$ cat src/inc/pfc_defines.vh
`ifndef PFC_DEFINES_VH
`define PFC_DEFINES_VH

// Register word offsets (byte addresses)
`define PFC_OFS_ROUTE7    8'h00
`define PFC_OFS_PCLK1     8'h04
`define PFC_OFS_START     8'h08
`define PFC_OFS_MASK2H    8'h0c
`define PFC_OFS_IRQF2H    8'h10
`define PFC_OFS_ELC       8'h14
`define PFC_OFS_MODE      8'h18
`define PFC_OFS_PWMSEL    8'h1c
`define PFC_OFS_CUTSEL    8'h20
`define PFC_OFS_OUTOFF    8'h24
`define PFC_OFS_INITLVL   8'h28
`define PFC_OFS_CTRL0     8'h2c
`define PFC_OFS_ACTLVL    8'h30
`define PFC_OFS_GRA       8'h34
`define PFC_OFS_GRB       8'h38
`define PFC_OFS_GRC       8'h3c
`define PFC_OFS_GRD       8'h40
`define PFC_OFS_COUNT     8'h44
`define PFC_OFS_STATUS    8'h48

// Field positions
`define PFC_LINK_CODE_CUT 4'h6
`define PFC_BIT_CLK_GATE  4
`define PFC_BIT_CONTINUE  2
`define PFC_BIT_START0    0
`define PFC_BIT_IRQ0      1
`define PFC_BIT_CUT_EN    1
`define PFC_BIT_BUF_D     5
`define PFC_BIT_BUF_C     4
`define PFC_BIT_PWM_B     0
`define PFC_BIT_INIT_B    1
`define PFC_BIT_POL_B     0
`define PFC_CUT_OFF       2'h0
`define PFC_CUT_HIZ       2'h1
`define PFC_CUT_LOW       2'h2
`define PFC_CUT_HIGH      2'h3
`define PFC_CLR_GRA       3'h1

// Reset values
`define PFC_RST_BYTE      8'h00
`define PFC_RST_OUTOFF    8'h0f
`define PFC_RST_GR        16'hffff

`endif

$ cat src/pfc_top.v
// Functional notes
// - Event input 7 is the clock alarm or fixed-cycle detection pulse.
// - Link code 0 disables routing; code 0110 routes event to cutoff.
// - Clock gate bit 4 low holds timer in reset and blocks timer register writes.
// - Continue bit 0 stops count at period match; 1 keeps counting.
// - Start bit 0 written 1 starts counter, written 0 stops it.
// - Mask bit 1 low enables servicing; flag bit 1 shows pending request.
// - Cutoff enable bit 1 lets routed event force pulse output cutoff.
// - Mode bit 5 makes register D the buffer of register B.
// - Mode bit 4 makes register C the buffer of register A.
// - PWM select bit 0 picks PWM on pin B, else compare.
// - Pin B cutoff code: 00 off, 01 high-z, 10 low, 11 high.
// - Pin C cutoff uses bits 3:2 with the same coding.
// - Pin D cutoff uses bits 1:0 with the same coding.
// - Output off bits 3..0 release pins D..A to general I/O.
// - Pin B initial level bit 1 low gives low initial output in compare mode, inactive level in PWM.
// - Register A holds period; counter clears on its match when clear select is 001.
// - Register B holds the pin B level change point.
// - Pin B active level bit: 0 active low, 1 active high.
// - Clear select code 001 clears counter on register A match.
`timescale 1ns/1ps
`include "pfc_defines.vh"

module pfc_top #(
    parameter CW = 16
) (
    // Clock and reset
    input  wire          i_sys_clk,
    input  wire          i_rst,
    // Wishbone slave
    input  wire          i_wb_cyc,
    input  wire          i_wb_stb,
    input  wire          i_wb_we,
    input  wire [7:0]    i_wb_adr,
    input  wire [3:0]    i_wb_sel,
    input  wire [31:0]   i_wb_dat,
    output reg  [31:0]   o_wb_dat,
    output reg           o_wb_ack,
    // Event source
    input  wire          i_clock_alarm_interrupt,
    // Timer pins
    output reg  [3:0]    o_pin_out,
    output reg  [3:0]    o_pin_oe,
    output reg  [3:0]    o_pin_timer_owned,
    // Interrupt request toward controller
    output reg           o_timer_irq_req
);

    reg [7:0]    route_q;
    reg [7:0]    pclk_q;
    reg [7:0]    start_q;
    reg [7:0]    mask_q;
    reg [7:0]    irqf_q;
    reg [7:0]    elc_q;
    reg [7:0]    mode_q;
    reg [7:0]    pwmsel_q;
    reg [7:0]    cutsel_q;
    reg [7:0]    outoff_q;
    reg [7:0]    initlvl_q;
    reg [7:0]    ctrl0_q;
    reg [7:0]    actlvl_q;
    reg [CW-1:0] gra_q;
    reg [CW-1:0] grb_q;
    reg [CW-1:0] grc_q;
    reg [CW-1:0] grd_q;
    reg [CW-1:0] cnt_q;
    reg          cut_q;
    reg          pwm_b_q;
    reg          match_a_q;

    wire         wr_req;
    wire         gate;
    wire         wr_ok;
    wire         run;
    wire         hit_a;
    wire         hit_b;
    wire         evt_cut;
    wire [1:0]   code_b;
    wire [1:0]   code_c;
    wire [1:0]   code_d;
    reg  [31:0]  rd_d;

    assign wr_req = i_wb_cyc & i_wb_stb & i_wb_we & ~o_wb_ack & i_wb_sel[0];
    assign gate   = pclk_q[`PFC_BIT_CLK_GATE];
    assign wr_ok  = wr_req & gate;
    assign run    = gate & start_q[`PFC_BIT_START0];
    assign hit_a  = run & (cnt_q == gra_q);
    assign hit_b  = run & (cnt_q == grb_q);
    assign evt_cut = i_clock_alarm_interrupt & gate &
                     (route_q[3:0] == `PFC_LINK_CODE_CUT) &
                     elc_q[`PFC_BIT_CUT_EN];
    assign code_b = cutsel_q[5:4];
    assign code_c = cutsel_q[3:2];
    assign code_d = cutsel_q[1:0];

    // Global registers outside the timer clock gate
    always @(posedge i_sys_clk or posedge i_rst) begin
        if (i_rst) begin
            route_q <= `PFC_RST_BYTE;
            pclk_q  <= `PFC_RST_BYTE;
            mask_q  <= 8'hff;
        end else if (wr_req) begin
            case (i_wb_adr)
                `PFC_OFS_ROUTE7: route_q <= {4'h0, i_wb_dat[3:0]};
                `PFC_OFS_PCLK1:  pclk_q  <= i_wb_dat[7:0];
                `PFC_OFS_MASK2H: mask_q  <= i_wb_dat[7:0];
                default:         route_q <= route_q;
            endcase
        end
    end

    // Timer registers, held in reset while the clock gate is off
    always @(posedge i_sys_clk or posedge i_rst) begin
        if (i_rst) begin
            start_q   <= `PFC_RST_BYTE;
            elc_q     <= `PFC_RST_BYTE;
            mode_q    <= `PFC_RST_BYTE;
            pwmsel_q  <= `PFC_RST_BYTE;
            cutsel_q  <= `PFC_RST_BYTE;
            outoff_q  <= `PFC_RST_OUTOFF;
            initlvl_q <= `PFC_RST_BYTE;
            ctrl0_q   <= `PFC_RST_BYTE;
            actlvl_q  <= `PFC_RST_BYTE;
            gra_q     <= `PFC_RST_GR;
            grb_q     <= `PFC_RST_GR;
            grc_q     <= `PFC_RST_GR;
            grd_q     <= `PFC_RST_GR;
        end else if (!gate) begin
            start_q   <= `PFC_RST_BYTE;
            elc_q     <= `PFC_RST_BYTE;
            mode_q    <= `PFC_RST_BYTE;
            pwmsel_q  <= `PFC_RST_BYTE;
            cutsel_q  <= `PFC_RST_BYTE;
            outoff_q  <= `PFC_RST_OUTOFF;
            initlvl_q <= `PFC_RST_BYTE;
            ctrl0_q   <= `PFC_RST_BYTE;
            actlvl_q  <= `PFC_RST_BYTE;
            gra_q     <= `PFC_RST_GR;
            grb_q     <= `PFC_RST_GR;
            grc_q     <= `PFC_RST_GR;
            grd_q     <= `PFC_RST_GR;
        end else begin
            if (hit_a && !start_q[`PFC_BIT_CONTINUE])
                start_q[`PFC_BIT_START0] <= 1'b0;
            if (hit_a && mode_q[`PFC_BIT_BUF_C])
                gra_q <= grc_q;
            if (hit_a && mode_q[`PFC_BIT_BUF_D])
                grb_q <= grd_q;
            if (wr_ok) begin
                case (i_wb_adr)
                    `PFC_OFS_START:   start_q   <= {5'h0, i_wb_dat[2:0]};
                    `PFC_OFS_ELC:     elc_q     <= i_wb_dat[7:0] & 8'h33;
                    `PFC_OFS_MODE:    mode_q    <= i_wb_dat[7:0] & 8'hf1;
                    `PFC_OFS_PWMSEL:  pwmsel_q  <= i_wb_dat[7:0] & 8'h77;
                    `PFC_OFS_CUTSEL:  cutsel_q  <= i_wb_dat[7:0];
                    `PFC_OFS_OUTOFF:  outoff_q  <= i_wb_dat[7:0];
                    `PFC_OFS_INITLVL: initlvl_q <= i_wb_dat[7:0];
                    `PFC_OFS_CTRL0:   ctrl0_q   <= i_wb_dat[7:0];
                    `PFC_OFS_ACTLVL:  actlvl_q  <= i_wb_dat[7:0] & 8'h07;
                    `PFC_OFS_GRA:     gra_q     <= i_wb_dat[CW-1:0];
                    `PFC_OFS_GRB:     grb_q     <= i_wb_dat[CW-1:0];
                    `PFC_OFS_GRC:     grc_q     <= i_wb_dat[CW-1:0];
                    `PFC_OFS_GRD:     grd_q     <= i_wb_dat[CW-1:0];
                    default:          elc_q     <= elc_q;
                endcase
            end
        end
    end

    // Counter and pin B waveform
    always @(posedge i_sys_clk or posedge i_rst) begin
        if (i_rst) begin
            cnt_q     <= {CW{1'b0}};
            pwm_b_q   <= 1'b0;
            match_a_q <= 1'b0;
        end else if (!gate) begin
            cnt_q     <= {CW{1'b0}};
            pwm_b_q   <= 1'b0;
            match_a_q <= 1'b0;
        end else begin
            match_a_q <= hit_a;
            if (!run) begin
                if (!start_q[`PFC_BIT_START0])
                    pwm_b_q <= initlvl_q[`PFC_BIT_INIT_B];
            end else begin
                if (hit_a && ctrl0_q[7:5] == `PFC_CLR_GRA)
                    cnt_q <= {CW{1'b0}};
                else
                    cnt_q <= cnt_q + {{(CW-1){1'b0}}, 1'b1};
                // active at period, inactive at B
                if (hit_a)
                    pwm_b_q <= 1'b1;
                else if (hit_b)
                    pwm_b_q <= 1'b0;
            end
        end
    end

    // Cutoff latch, released by writing 0 to start bit 0 or by the gate going off
    always @(posedge i_sys_clk or posedge i_rst) begin
        if (i_rst)
            cut_q <= 1'b0;
        else if (!gate)
            cut_q <= 1'b0;
        else if (evt_cut)
            cut_q <= 1'b1;
        else if (wr_ok && i_wb_adr == `PFC_OFS_START && !i_wb_dat[0])
            cut_q <= 1'b0;
    end

    // Interrupt request flag: set wins over clear
    always @(posedge i_sys_clk or posedge i_rst) begin
        if (i_rst)
            irqf_q <= `PFC_RST_BYTE;
        else begin
            if (wr_req && i_wb_adr == `PFC_OFS_IRQF2H)
                irqf_q <= i_wb_dat[7:0];
            if (match_a_q)
                irqf_q[`PFC_BIT_IRQ0] <= 1'b1;
        end
    end

    function [1:0] pin_drive;
        input [1:0] code;
        input       cut;
        input       lvl;
        begin
            pin_drive = {1'b1, lvl};
            if (cut) begin
                case (code)
                    `PFC_CUT_HIZ:  pin_drive = 2'b00;
                    `PFC_CUT_LOW:  pin_drive = 2'b10;
                    `PFC_CUT_HIGH: pin_drive = 2'b11;
                    default:       pin_drive = {1'b1, lvl};
                endcase
            end
        end
    endfunction

    wire       b_lvl;
    wire [1:0] drv_b;
    wire [1:0] drv_c;
    wire [1:0] drv_d;
    // PWM level with polarity, or compare level as is
    assign b_lvl = pwmsel_q[`PFC_BIT_PWM_B] ?
                   (pwm_b_q ~^ actlvl_q[`PFC_BIT_POL_B]) : pwm_b_q;
    assign drv_b = pin_drive(code_b, cut_q, b_lvl);
    assign drv_c = pin_drive(code_c, cut_q, 1'b0);
    assign drv_d = pin_drive(code_d, cut_q, 1'b0);

    // Pin and irq outputs
    always @(posedge i_sys_clk or posedge i_rst) begin
        if (i_rst) begin
            o_pin_out         <= 4'h0;
            o_pin_oe          <= 4'h0;
            o_pin_timer_owned <= 4'h0;
            o_timer_irq_req   <= 1'b0;
        end else begin
            o_pin_out <= {drv_d[0], drv_c[0], drv_b[0], 1'b0};
            o_pin_oe  <= {drv_d[1], drv_c[1], drv_b[1], 1'b1} &
                         ~outoff_q[3:0] & {4{gate}};
            o_pin_timer_owned <= ~outoff_q[3:0] & {4{gate}};
            o_timer_irq_req <= irqf_q[`PFC_BIT_IRQ0] &
                               ~mask_q[`PFC_BIT_IRQ0];
        end
    end

    always @* begin
        rd_d = 32'h0;
        case (i_wb_adr)
            `PFC_OFS_ROUTE7:  rd_d[7:0] = route_q;
            `PFC_OFS_PCLK1:   rd_d[7:0] = pclk_q;
            `PFC_OFS_START:   rd_d[7:0] = start_q;
            `PFC_OFS_MASK2H:  rd_d[7:0] = mask_q;
            `PFC_OFS_IRQF2H:  rd_d[7:0] = irqf_q;
            `PFC_OFS_ELC:     rd_d[7:0] = elc_q;
            `PFC_OFS_MODE:    rd_d[7:0] = mode_q;
            `PFC_OFS_PWMSEL:  rd_d[7:0] = pwmsel_q;
            `PFC_OFS_CUTSEL:  rd_d[7:0] = cutsel_q;
            `PFC_OFS_OUTOFF:  rd_d[7:0] = outoff_q;
            `PFC_OFS_INITLVL: rd_d[7:0] = initlvl_q;
            `PFC_OFS_CTRL0:   rd_d[7:0] = ctrl0_q;
            `PFC_OFS_ACTLVL:  rd_d[7:0] = actlvl_q;
            `PFC_OFS_GRA:     rd_d[CW-1:0] = gra_q;
            `PFC_OFS_GRB:     rd_d[CW-1:0] = grb_q;
            `PFC_OFS_GRC:     rd_d[CW-1:0] = grc_q;
            `PFC_OFS_GRD:     rd_d[CW-1:0] = grd_q;
            `PFC_OFS_COUNT:   rd_d[CW-1:0] = cnt_q;
            `PFC_OFS_STATUS:  rd_d[1:0] = {pwm_b_q, cut_q};
            default:          rd_d = 32'h0;
        endcase
    end

    // Bus answer one cycle after request
    always @(posedge i_sys_clk or posedge i_rst) begin
        if (i_rst) begin
            o_wb_ack <= 1'b0;
            o_wb_dat <= 32'h0;
        end else begin
            o_wb_ack <= i_wb_cyc & i_wb_stb & ~o_wb_ack;
            o_wb_dat <= rd_d;
        end
    end

endmodule

$ cat config.mk
export PLATFORM = sky130hd
export DESIGN_NAME = pfc_top
export DESIGN_NICKNAME = d
export VERILOG_FILES = /design/src/pfc_top.v
export VERILOG_INCLUDE_DIRS = /design/src /design/src/inc
export SDC_FILE = /design/constraint.sdc
export NUM_CORES = 1
export LEC_CHECK = 0
export BUFFER_PORTS_ARGS = -buffer_cell sky130_fd_sc_hd__clkbuf_2
export CORE_UTILIZATION = 61
export DETAILED_ROUTE_END_ITERATION = 6
export GPL_TIMING_DRIVEN = 0
export PLACE_DENSITY = 0.82
export SLEW_MARGIN = 20
export SYNTH_ARGS = -nofsm -noshare
export SYNTH_HDL_FRONTEND = slang
export SYNTH_SLANG_ARGS = --single-unit
$ cat constraint.sdc
create_clock -name i_sys_clk -period 10.7 [get_ports i_sys_clk]
set_input_delay 2.14 -clock i_sys_clk [delete_from_list [all_inputs] [get_ports i_sys_clk]]
set_output_delay 2.14 -clock i_sys_clk [all_outputs]
set_load 0.005 [all_outputs]
==> impl_metrics.csv, run 1 <==
group,metric,value,unit
status,outcome,"complete, no violations",
synthesis,netlist.area_leader.share,29.5,%
timing,slew_violations,0,
cts,cts.sinks,192,
timing,timing.final.crit_share,40.1,%
final_layout,syn2layout_area_growth,12.9,%
floorplan,die_w,129,um
timing,hold_viol_final,0,
synthesis,synth_most_common_cell,"nand2_1",
synthesis,synthTopCellsByArea,"dfrtp_1, dfstp_2, mux2i_1",
setup_path,crit_arrival,4.63,ns
routing,drtAntennaViolNets,0,
setup_path,critical_path.endpoint_type,"flip-flop",
setup_path,max_stage_delay,0.78,ns
cts,clock_path_buffers,2,
routing,drt_iter0_markers,1162,
timing,fmax,233,MHz
synthesis,synth_edf_count,0,
routing,wl_per_cell,22.9,um
synthesis,synth.distinct_cells,68,
power_and_ir_drop,powerDensity,145,nW/um2
setup_path,cp_max_fo,10,
cts,post_cts_buffers,0,
global_route,first_global_vias,8016,
cts,path_clk_slew,0.08,ns
timing,slew_headroom,30.9,%
timing,setup_tns,0,ns
place,hpwl,20.6,mm
timing,rsz0062_at_grt,"no",
setup_path,critPathTopFamily,"simple AND/OR/NAND/NOR gates",
timing,min_period,4.29,ns
synthesis,ys.warnings.count,0,
final_layout,final_layout_size_suffix_gt1_share,24.9,%
cts,cts_root_buf,"clkbuf_16",
setup_path,cp.required,11.04,ns
synthesis,synth.cell_area,9850,um2
cts,cts_resized,0,
cts,htree_levels,4,
final_layout,nNetsFinal,1126,
routing,post-route-drc-count,0,
cts,postCtsHoldBufs,0,
power_and_ir_drop,vdd.ir_drop.worst,116,uV
cts,clkLatencyLatePin,0.45,ns
floorplan,start_util,62.3,%
floorplan,ios,96,
final_layout,post-route-util,70.3,%
synthesis,synth-seq-cells,192,
floorplan,fp-row-count,46,
synthesis,ys.flop_type,"dfrtp_1",
place,place_congestion,0.960,
job,cap_violations,0,
global_route,grt_max_degree,75,
hold_path,hold_class,"flip-flop to flip-flop",
synthesis,yosys-top-cells-count,"nand2_1, dfrtp_1, nor2_1, dfstp_2, mux2i_1",
timing,finalWorstSetupSlack,6.41,ns
setup_path,critPathKind,"input port to flip-flop",
setup_path,path_cells,"buf_2, nor4b_1, clkbuf_1, nand3_1, nand2_1, nand3_1",
synthesis,synthArstFlopShare,100,%
timing,worst_slew_pin_slew,1.03,ns
global_route,antenna_found_initial,0,
final_layout,diodes,0,
timing,fin_worst_skew,0.0108,ns
timing,setup_viol,0,
setup_path,cp_common_cell,"nand3_1",
power_and_ir_drop,power.leakage,5.07,nW
floorplan,die_area,16700,um2
synthesis,avgSynthCellArea,10.0,um2
routing,routed_wirelength,29.8,mm
setup_path,cp-start-kind,"input port",
global_route,track_usage,37.5,%
routing,via_per_inst,6.50,
place,portBuffers,54,
setup_path,cp_num_buf_inv,2,
setup_path,cp_slowest_cell,"nor4b_1",
global_route,grt_pass1_wl,45.7,mm
routing,dr.pass1.iters,6,
cts,cts_tree,"yes",
cts,cts_made_buffers,17,
floorplan,core_area,15800,um2
synthesis,yosysSeqAreaShare,49.7,%
routing,vias,8475,
synthesis,yosysTopAreaCell,"dfrtp_1",
synthesis,syn_inst,984,
global_route,gr-total-overflow,0,
floorplan,die_h,129,um
place,place_ws,6.16,ns
per-layer routing:
layer | part of all wire [%] | wire, um | global-route usage, %
met2 | 45 | 13400 | 57.0
met3 | 12 | 3650 | 9.62
met1 | 38 | 11400 | 50.1
met5 | 0 | 0 | 0
met4 | 4.3 | 1290 | 19.0
worst reg2reg max path: cells and delay by family (launching register included):
kind / cells / cell delay [ns]
and+or+nand+nor: 3 / 1.64
muxes: 1 / 0.43
DFF: 1 / 0.38
cell usage in the layout, fill, tap and decap left out, types with 4 or more instances in the layout:
cell type / n
a22o_1: 10
clkbuf_16: 17
clkbuf_2: 55
nand4_1: 11
buf_4: 22
nor2_1: 95
and3_1: 12
dfstp_2: 76
o22ai_1: 7
conb_1: 17
mux2_2: 32
nand3_1: 60
nand2_1: 130
mux2i_1: 72
and2_1: 6
clkbuf_1: 44
nor4_1: 5
o21ai_0: 27
a22oi_1: 34
inv_1: 5
nor3_1: 13
xor2_1: 18
a32oi_1: 4
xnor2_1: 19
a21oi_1: 40
dfrtp_1: 116
a21o_1: 4
o21a_1: 4
nor2_2: 4
nor4b_1: 8
nor2b_1: 4
and4b_1: 6
nor3_2: 7
buf_2: 25
a222oi_1: 11
a211oi_1: 4
flip-flops by register name, indices dropped and copies added (netlist names), 4 cells and up:
| register | flops |
|---|---|
| initlvl_q | 8 |
| outoff_q | 8 |
| grc_q | 16 |
| mask_q | 8 |
| mode_q | 5 |
| o_pin_timer_owned | 4 |
| elc_q | 4 |
| pwmsel_q | 6 |
| cutsel_q | 8 |
| pclk_q | 8 |
| gra_q | 16 |
| cnt_q | 16 |
| ctrl0_q | 8 |
| grb_q | 16 |
| grd_q | 16 |
| route_q | 4 |
| irqf_q | 8 |
| o_wb_dat | 16 |
final cells by class:
cell class	instances	area, um2
sequential	192	4900
fill	1218	4700
multi-input combinational	705	4510
buffer	96	499
clock buffer	18	439
timing repair buffer	56	325
tap	216	270
clock inverter	14	156
inverter	7	33.8
power breakdown:
group / leakage (nW) / switching [W] / internal (W) / total [W]
registers: 2.40 / 0.0000157 / 0.000755 / 0.000770
clock network: 0.290 / 0.000297 / 0.000355 / 0.000651
logic: 2.38 / 0.000128 / 0.0000670 / 0.000195
total: 5.07 / 0.000441 / 0.00118 / 0.00162
worst paths after layout:
check / start / cells past startpoint / to / slack, ns
setup / recovery: i_wb_adr[2] / 6 / outoff_q[0] / 6.41
hold / removal: match_a_q / 1 / irqf_q[1] / 0.46
setup reg to reg: o_wb_ack / 4 / pclk_q[1] / 8.14
hold reg to reg: match_a_q / 1 / irqf_q[1] / 0.46
max in group asynchronous: i_rst / 3 / gra_q[8] / 8.30
min in group asynchronous: i_rst / 2 / o_pin_timer_owned[1] / 1.68
through the flow:
step	cells	total power [W]	hold slack, ns	cell area, um2
floorplan	1000	0.000907	0.413	9910
global placement	1270	0.000966	0.439	10500
detailed placement	1272	0.000973	0.432	10500
CTS	1304	0.00161	0.457	11100
global route	1304	0.00166	0.495	11100
finish	1304	0.00162	0.457	11100
cell families after synthesis:
kind of cell / count (synthesis) / synth area share (%)
adder cells (fa/ha/maj): 1 / 0.127
XOR/XNOR: 37 / 3.29
AO/OA/AOI/OAI: 166 / 11.6
flip-flops: 192 / 49.7
AND/OR/NAND/NOR: 380 / 19.0
buffers and inverters: 103 / 5.33
other: 1 / 0.0381
multiplexers: 104 / 11.0
Note: power is estimated with default switching activity, not from simulation.
==> run 2, diff against run 1 <==
Settings changed: CORE_UTILIZATION 61 to 60, PLACE_DENSITY 0.82 to 0.81.
Clock period 10.7 ns to 4.5 ns, I/O delays scaled along.
==> impl_metrics.csv, run 2 (synthesis gave the netlist of run 1 again) <==
group,metric,value,unit
timing,rsz0062_at_grt,"no",
cts,clock_path_buffers,2,
timing,hold_viol_final,0,
global_route,gr-total-overflow,0,
routing,via_per_inst,6.44,
setup_path,cp-startpoint,"i_wb_adr[5]",
cts,postCtsHoldBufs,0,
job,cap_violations,0,
cts,cts_made_buffers,17,
cts,htree_levels,4,
power_and_ir_drop,power.leakage,5.09,nW
final_layout,final_cell_mix,"nand2_1, dfrtp_1, nor2_1, dfstp_2, mux2i_1",
floorplan,die_h,130,um
final_layout,nNetsFinal,1130,
place,portBuffers,54,
global_route,grt_pass1_wl,45.9,mm
setup_path,critical_path.endpoint_type,"flip-flop",
timing,worst_slew_pin_slew,1.09,ns
routing,wl_per_cell,22.8,um
cts,cts_root_buf,"clkbuf_16",
setup_path,reg2reg_depth,4,
routing,vias,8422,
place,placed_area,10600,um2
power_and_ir_drop,netSwitchingFraction,26.8,%
cts,cts_resized,0,
global_route,first_global_vias,8163,
place,hpwl,21.2,mm
final_layout,syn2layout_area_growth,13.7,%
cts,post_cts_buffers,0,
setup_path,cp_max_fo,10,
setup_path,r2r_setup_slack,1.98,ns
power_and_ir_drop,combPwrFrac,12.1,%
setup_path,rr_startpoint,"o_wb_ack",
floorplan,start_util,61.8,%
setup_path,cp.required,4.77,ns
timing,slew_headroom,26.9,%
routing,dr.pass1.iters,6,
setup_path,critPathKind,"input port to flip-flop",
cts,cts_tree,"yes",
final_layout,diodes,0,
timing,setup_tns,0,ns
global_route,grt_max_degree,36,
power_and_ir_drop,vdd.ir_drop.worst,285,uV
global_route,antenna_found_initial,0,
power_and_ir_drop,pwr-share-clk,40.8,%
floorplan,fp-row-count,46,
routing,drtAntennaViolNets,0,
place,place_ws,1.16,ns
cts,cts.sinks,192,
floorplan,die_area,16900,um2
power_and_ir_drop,p_seq_share,47.2,%
status,outcome,"complete, no violations",
timing,min_period,3.00,ns
routing,post-route-drc-count,0,
timing,setup_viol,0,
place,place_congestion,0.964,
power_and_ir_drop,p_sw,0.00104,W
final_layout,layout_commonest_cell,"nand2_1",
timing,slew_violations,0,
routing,drt_iter0_markers,1120,
timing,finalWorstSetupSlack,1.50,ns
setup_path,cp-start-kind,"input port",
setup_path,crit_arrival,3.27,ns
place,place_inst,1276,
cts,clkLatencyLatePin,0.45,ns
floorplan,die_w,130,um
hold_path,hold_class,"input port to asynchronous set/reset pin",
final_layout,finalNonFillerCells,1308,
power_and_ir_drop,powerDensity,346,nW/um2
routing,routed_wirelength,29.9,mm
timing,fmax,334,MHz
floorplan,core_area,15900,um2
final_layout,finalInstanceArea,11200,um2
final_layout,final_layout_size_suffix_gt1_share,25.1,%
timing,timing.final.crit_share,66.6,%
cts,path_clk_slew,0.07,ns
floorplan,ios,96,
power_and_ir_drop,internal-power,0.00284,W
timing,fin_worst_skew,0.0125,ns
global_route,track_usage,37.3,%
setup_path,rr_endpoint,"pclk_q[0]",
==> run 2: cell count changes in the layout (fill, tap and decap cells not counted), sizes merged <==
| cell | delta |
|---|---|
| buf | +4 |
| clkinvlp | +3 |
| clkinv | -4 |
| bufinv | +1 |
==> run 2: metal layers <==
layer / share of wire [%] / vias up / track usage [%]
li1: - / 3650 / -
met1: 39 / 4111 / 49.4
met2: 45 / 564 / 55.9
met3: 12 / 97 / 10.5
met4: 4.2 / 0 / 19.2
met5: 0 / - / 0
==> run 2: final cells by class <==
cell class,count,area (um2)
sequential,192,4900
fill,1188,4740
multi-input combinational,705,4510
buffer,96,499
clock buffer,18,429
timing repair buffer,60,390
tap,216,270
clock inverter,14,178
inverter,7,30.0
==> run 2: worst max-delay path, stage by stage <==
cell	delay (ns)
clkbuf_2	0.12
buf_2	0.28
buf_1	0.60
mux2i_1	0.36
o221ai_1	0.14
a2111oi_0	0.65
o211ai_1	0.20
==> run 2: worst max-delay path by stage <==
stage                        endpoint  slack (ns)  cells past startpoint
after floorplan           actlvl_q[0]        1.19                      1
after global placement    o_wb_dat[8]        0.04                      2
after detailed placement  o_wb_dat[0]        1.16                      7
after CTS                 o_wb_dat[0]        1.61                      7
after global routing      o_wb_dat[0]        1.50                      7
final                     o_wb_dat[0]        1.50                      7
==> run 2: power groups by stage <==
stage	clock network (W)	registers, W	logic [W]
2_1_floorplan	0	0.00185	0.000310
3_5_place_dp	0	0.00186	0.000457
5_1_grt	0.00164	0.00184	0.000512
6_report	0.00158	0.00183	0.000469
4_1_cts	0.00158	0.00183	0.000458
3_3_place_gp	0	0.00186	0.000436
==> run 2: per-stage QoR <==
step                total power (W)  hold WS, ns  utilization (%)
floorplan                   0.00216        0.413                -
global placement            0.00229        0.435             65.6
detailed placement          0.00232        0.430             66.5
CTS                         0.00387        0.374             70.3
global route                0.00399        0.387             70.3
finish                      0.00388        0.368             70.3
==> run 3, diff against run 2 <==
Settings changed: ABC_AREA set to 1, CORE_UTILIZATION 60 to 54, PLACE_DENSITY 0.81 to 0.77.
Clock period 4.5 ns to 2.5 ns, I/O delays scaled along.
==> impl_metrics.csv, run 3 <==
group,metric,value,unit
routing,via_per_inst,5.83,
place,portBuffers,59,
synthesis,netlist.area_leader.share,28.5,%
power_and_ir_drop,power.leakage,5.75,nW
synthesis,synth-seq-cells,192,
final_layout,diodes,0,
synthesis,avgSynthCellArea,8.05,um2
timing,worst_slew_pin_slew,0.692,ns
routing,drtAntennaViolNets,0,
synthesis,synth_edf_count,0,
setup_path,critical_path.endpoint_type,"flip-flop",
synthesis,synth.cell_area,10200,um2
global_route,grt_max_degree,36,
final_layout,layout_commonest_cell,"nand2_1",
timing,min_period,2.16,ns
power_and_ir_drop,vdd.ir_drop.worst,467,uV
cts,clock_path_buffers,2,
hold_path,hold_class,"input port to asynchronous set/reset pin",
global_route,first_global_vias,8648,
setup_path,cp-start-kind,"flip-flop",
floorplan,core_area,18200,um2
cts,cts_tree,"yes",
timing,fmax,464,MHz
floorplan,die_h,139,um
setup_path,critPathKind,"flip-flop to flip-flop",
cts,cts_resized,0,
power_and_ir_drop,powerDensity,530,nW/um2
routing,vias,9393,
cts,path_clk_slew,0.08,ns
timing,finalWorstSetupSlack,0.344,ns
setup_path,rr_startpoint,"cnt_q[9]",
setup_path,reg2reg_depth,12,
setup_path,cp.required,2.87,ns
timing,fin_worst_skew,0.0159,ns
timing,holdWs,0.143,ns
global_route,gr-total-overflow,0,
synthesis,yosysTopAreaCell,"dfrtp_1",
cts,clkLatencyLatePin,0.46,ns
timing,slew_violations,0,
final_layout,syn2layout_area_growth,13.4,%
final_layout,post-route-util,63.5,%
setup_path,rr_endpoint,"gra_q[1]",
place,place_ws,0.230,ns
final_layout,final_cell_mix,"nand2_1, dfrtp_1, inv_1, nor2_1, a21oi_1",
synthesis,synthTopCellsByArea,"dfrtp_1, dfstp_2, nand2_1",
timing,slew_headroom,53.8,%
timing,hold_viol_final,0,
routing,wl_met3,3.89,mm
routing,post-route-drc-count,1,
routing,met1_length,13.8,mm
timing,rsz0062_at_grt,"no",
synthesis,yosysSeqAreaShare,48.0,%
synthesis,ys.warnings.count,0,
routing,top_layer,"met4",
setup_path,r2r_setup_slack,0.34,ns
cts,htree_levels,4,
cts,cts.sinks,192,
routing,routed_wirelength,32.4,mm
place,hpwl,24.4,mm
synthesis,synthArstFlopShare,100,%
setup_path,cp_max_fo,10,
timing,timing.final.crit_share,86.3,%
routing,drt_iter0_markers,1135,
floorplan,start_util,56.0,%
status,violations,"DRC",
floorplan,die_area,19400,um2
timing,setup_viol,0,
routing,wl_per_cell,20.1,um
global_route,track_usage,34.6,%
floorplan,ios,96,
floorplan,die_w,139,um
cts,postCtsHoldBufs,0,
routing,wl_met2,13.6,mm
cts,cts_made_buffers,17,
status,outcome,"complete, but fails checks",
synthesis,synth_most_common_cell,"nand2_1",
synthesis,ys.flop_type,"dfrtp_1",
cts,cts_root_buf,"clkbuf_16",
cts,post_cts_buffers,0,
synthesis,syn_inst,1268,
synthesis,yosys-top-cells-count,"nand2_1, dfrtp_1, inv_1, nor2_1, a21oi_1",
global_route,antenna_found_initial,0,
final_layout,nNetsFinal,1419,
routing,dr.pass1.iters,7,
setup_path,crit_arrival,2.53,ns
floorplan,fp-row-count,49,
global_route,grt_pass1_wl,50.0,mm
final_layout,final_layout_size_suffix_gt1_share,22.4,%
job,cap_violations,0,
place,place_congestion,0.968,
synthesis,synth.distinct_cells,43,
## run 3: changes by cell type after synthesis, moves of 36 or more
cell,previous run,this run
a21oi_1,40,86
clkbuf_1,44,8
inv_1,6,115
mux2i_1,72,0
nand2_1,130,354
o21ai_0,27,72
o21ai_1,1,38
## run 3: routing by layer
metal | up-vias | track usage (%)
met4 | 0 | 13.7
met2 | 558 | 48.1
li1 | 4305 | -
met1 | 4451 | 50.2
met5 | - | 0
met3 | 79 | 10.5
## run 3: worst max-delay path: stages (launching register included)
cell,delay [ns]
dfrtp_1,0.50
inv_2,0.12
nand2_1,0.07
nand2_1,0.05
nor2_1,0.18
nand2_1,0.17
inv_1,0.08
nand2_1,0.08
nor2_4,0.32
buf_6,0.20
nand4_1,0.14
nand3_1,0.11
nand2_1,0.06
## run 3: area by class of cell
cell class	instances	area (um2)
flip-flops and latches	192	4900
fillers	1601	6640
plain buffers	69	442
well taps	229	287
clock inverters	15	168
clock buffers	17	425
repair buffers	65	423
multi-input cells	887	4410
inverters	136	517
## run 3: kinds of logic after synthesis
group / share of synthesized area, %
DFF: 48.0
xor gates and xnor gates: 1.55
adders and majority gates: 0.123
buffers and inverters: 9.36
AOI/OAI and AO/OA: 13.1
other: 0.0368
and+or+nand+nor: 27.8
## run 3: worst max-delay path by stage
| stage | end | slack, ns | from |
|---|---|---|---|
| final | gra_q[1] | 0.34 | cnt_q[9] |
| after detailed placement | o_wb_dat[7] | 0.23 | i_wb_adr[0] |
| after global routing | gra_q[1] | 0.27 | cnt_q[9] |
| after CTS | cnt_q[4] | 0.46 | pclk_q[4] |
| after floorplan | actlvl_q[0] | -0.41 | i_rst |
| after global placement | o_wb_dat[8] | -1.64 | i_rst |
## run 3: stage by stage
step | cell area [um2] | power (W) | setup TNS [ns] | std cells
4_1_cts | 11600 | 0.00614 | 0 | 1610
3_5_place_dp | 11000 | 0.00344 | 0 | 1578
3_3_place_gp | 10800 | 0.00341 | -242.31 | 1572
6_report | 11600 | 0.00614 | 0 | 1610
5_1_grt | 11600 | 0.00629 | 0 | 1610
2_1_floorplan | 10300 | 0.00332 | -48.07 | 1284
## run 3: where the power goes
| part | internal (W) | switching (W) | total [W] |
|---|---|---|---|
| clock network | 0.00135 | 0.00140 | 0.00275 |
| registers | 0.00313 | 0.00000754 | 0.00313 |
| logic | 0.0000778 | 0.000175 | 0.000253 |
| total | 0.00455 | 0.00159 | 0.00614 |
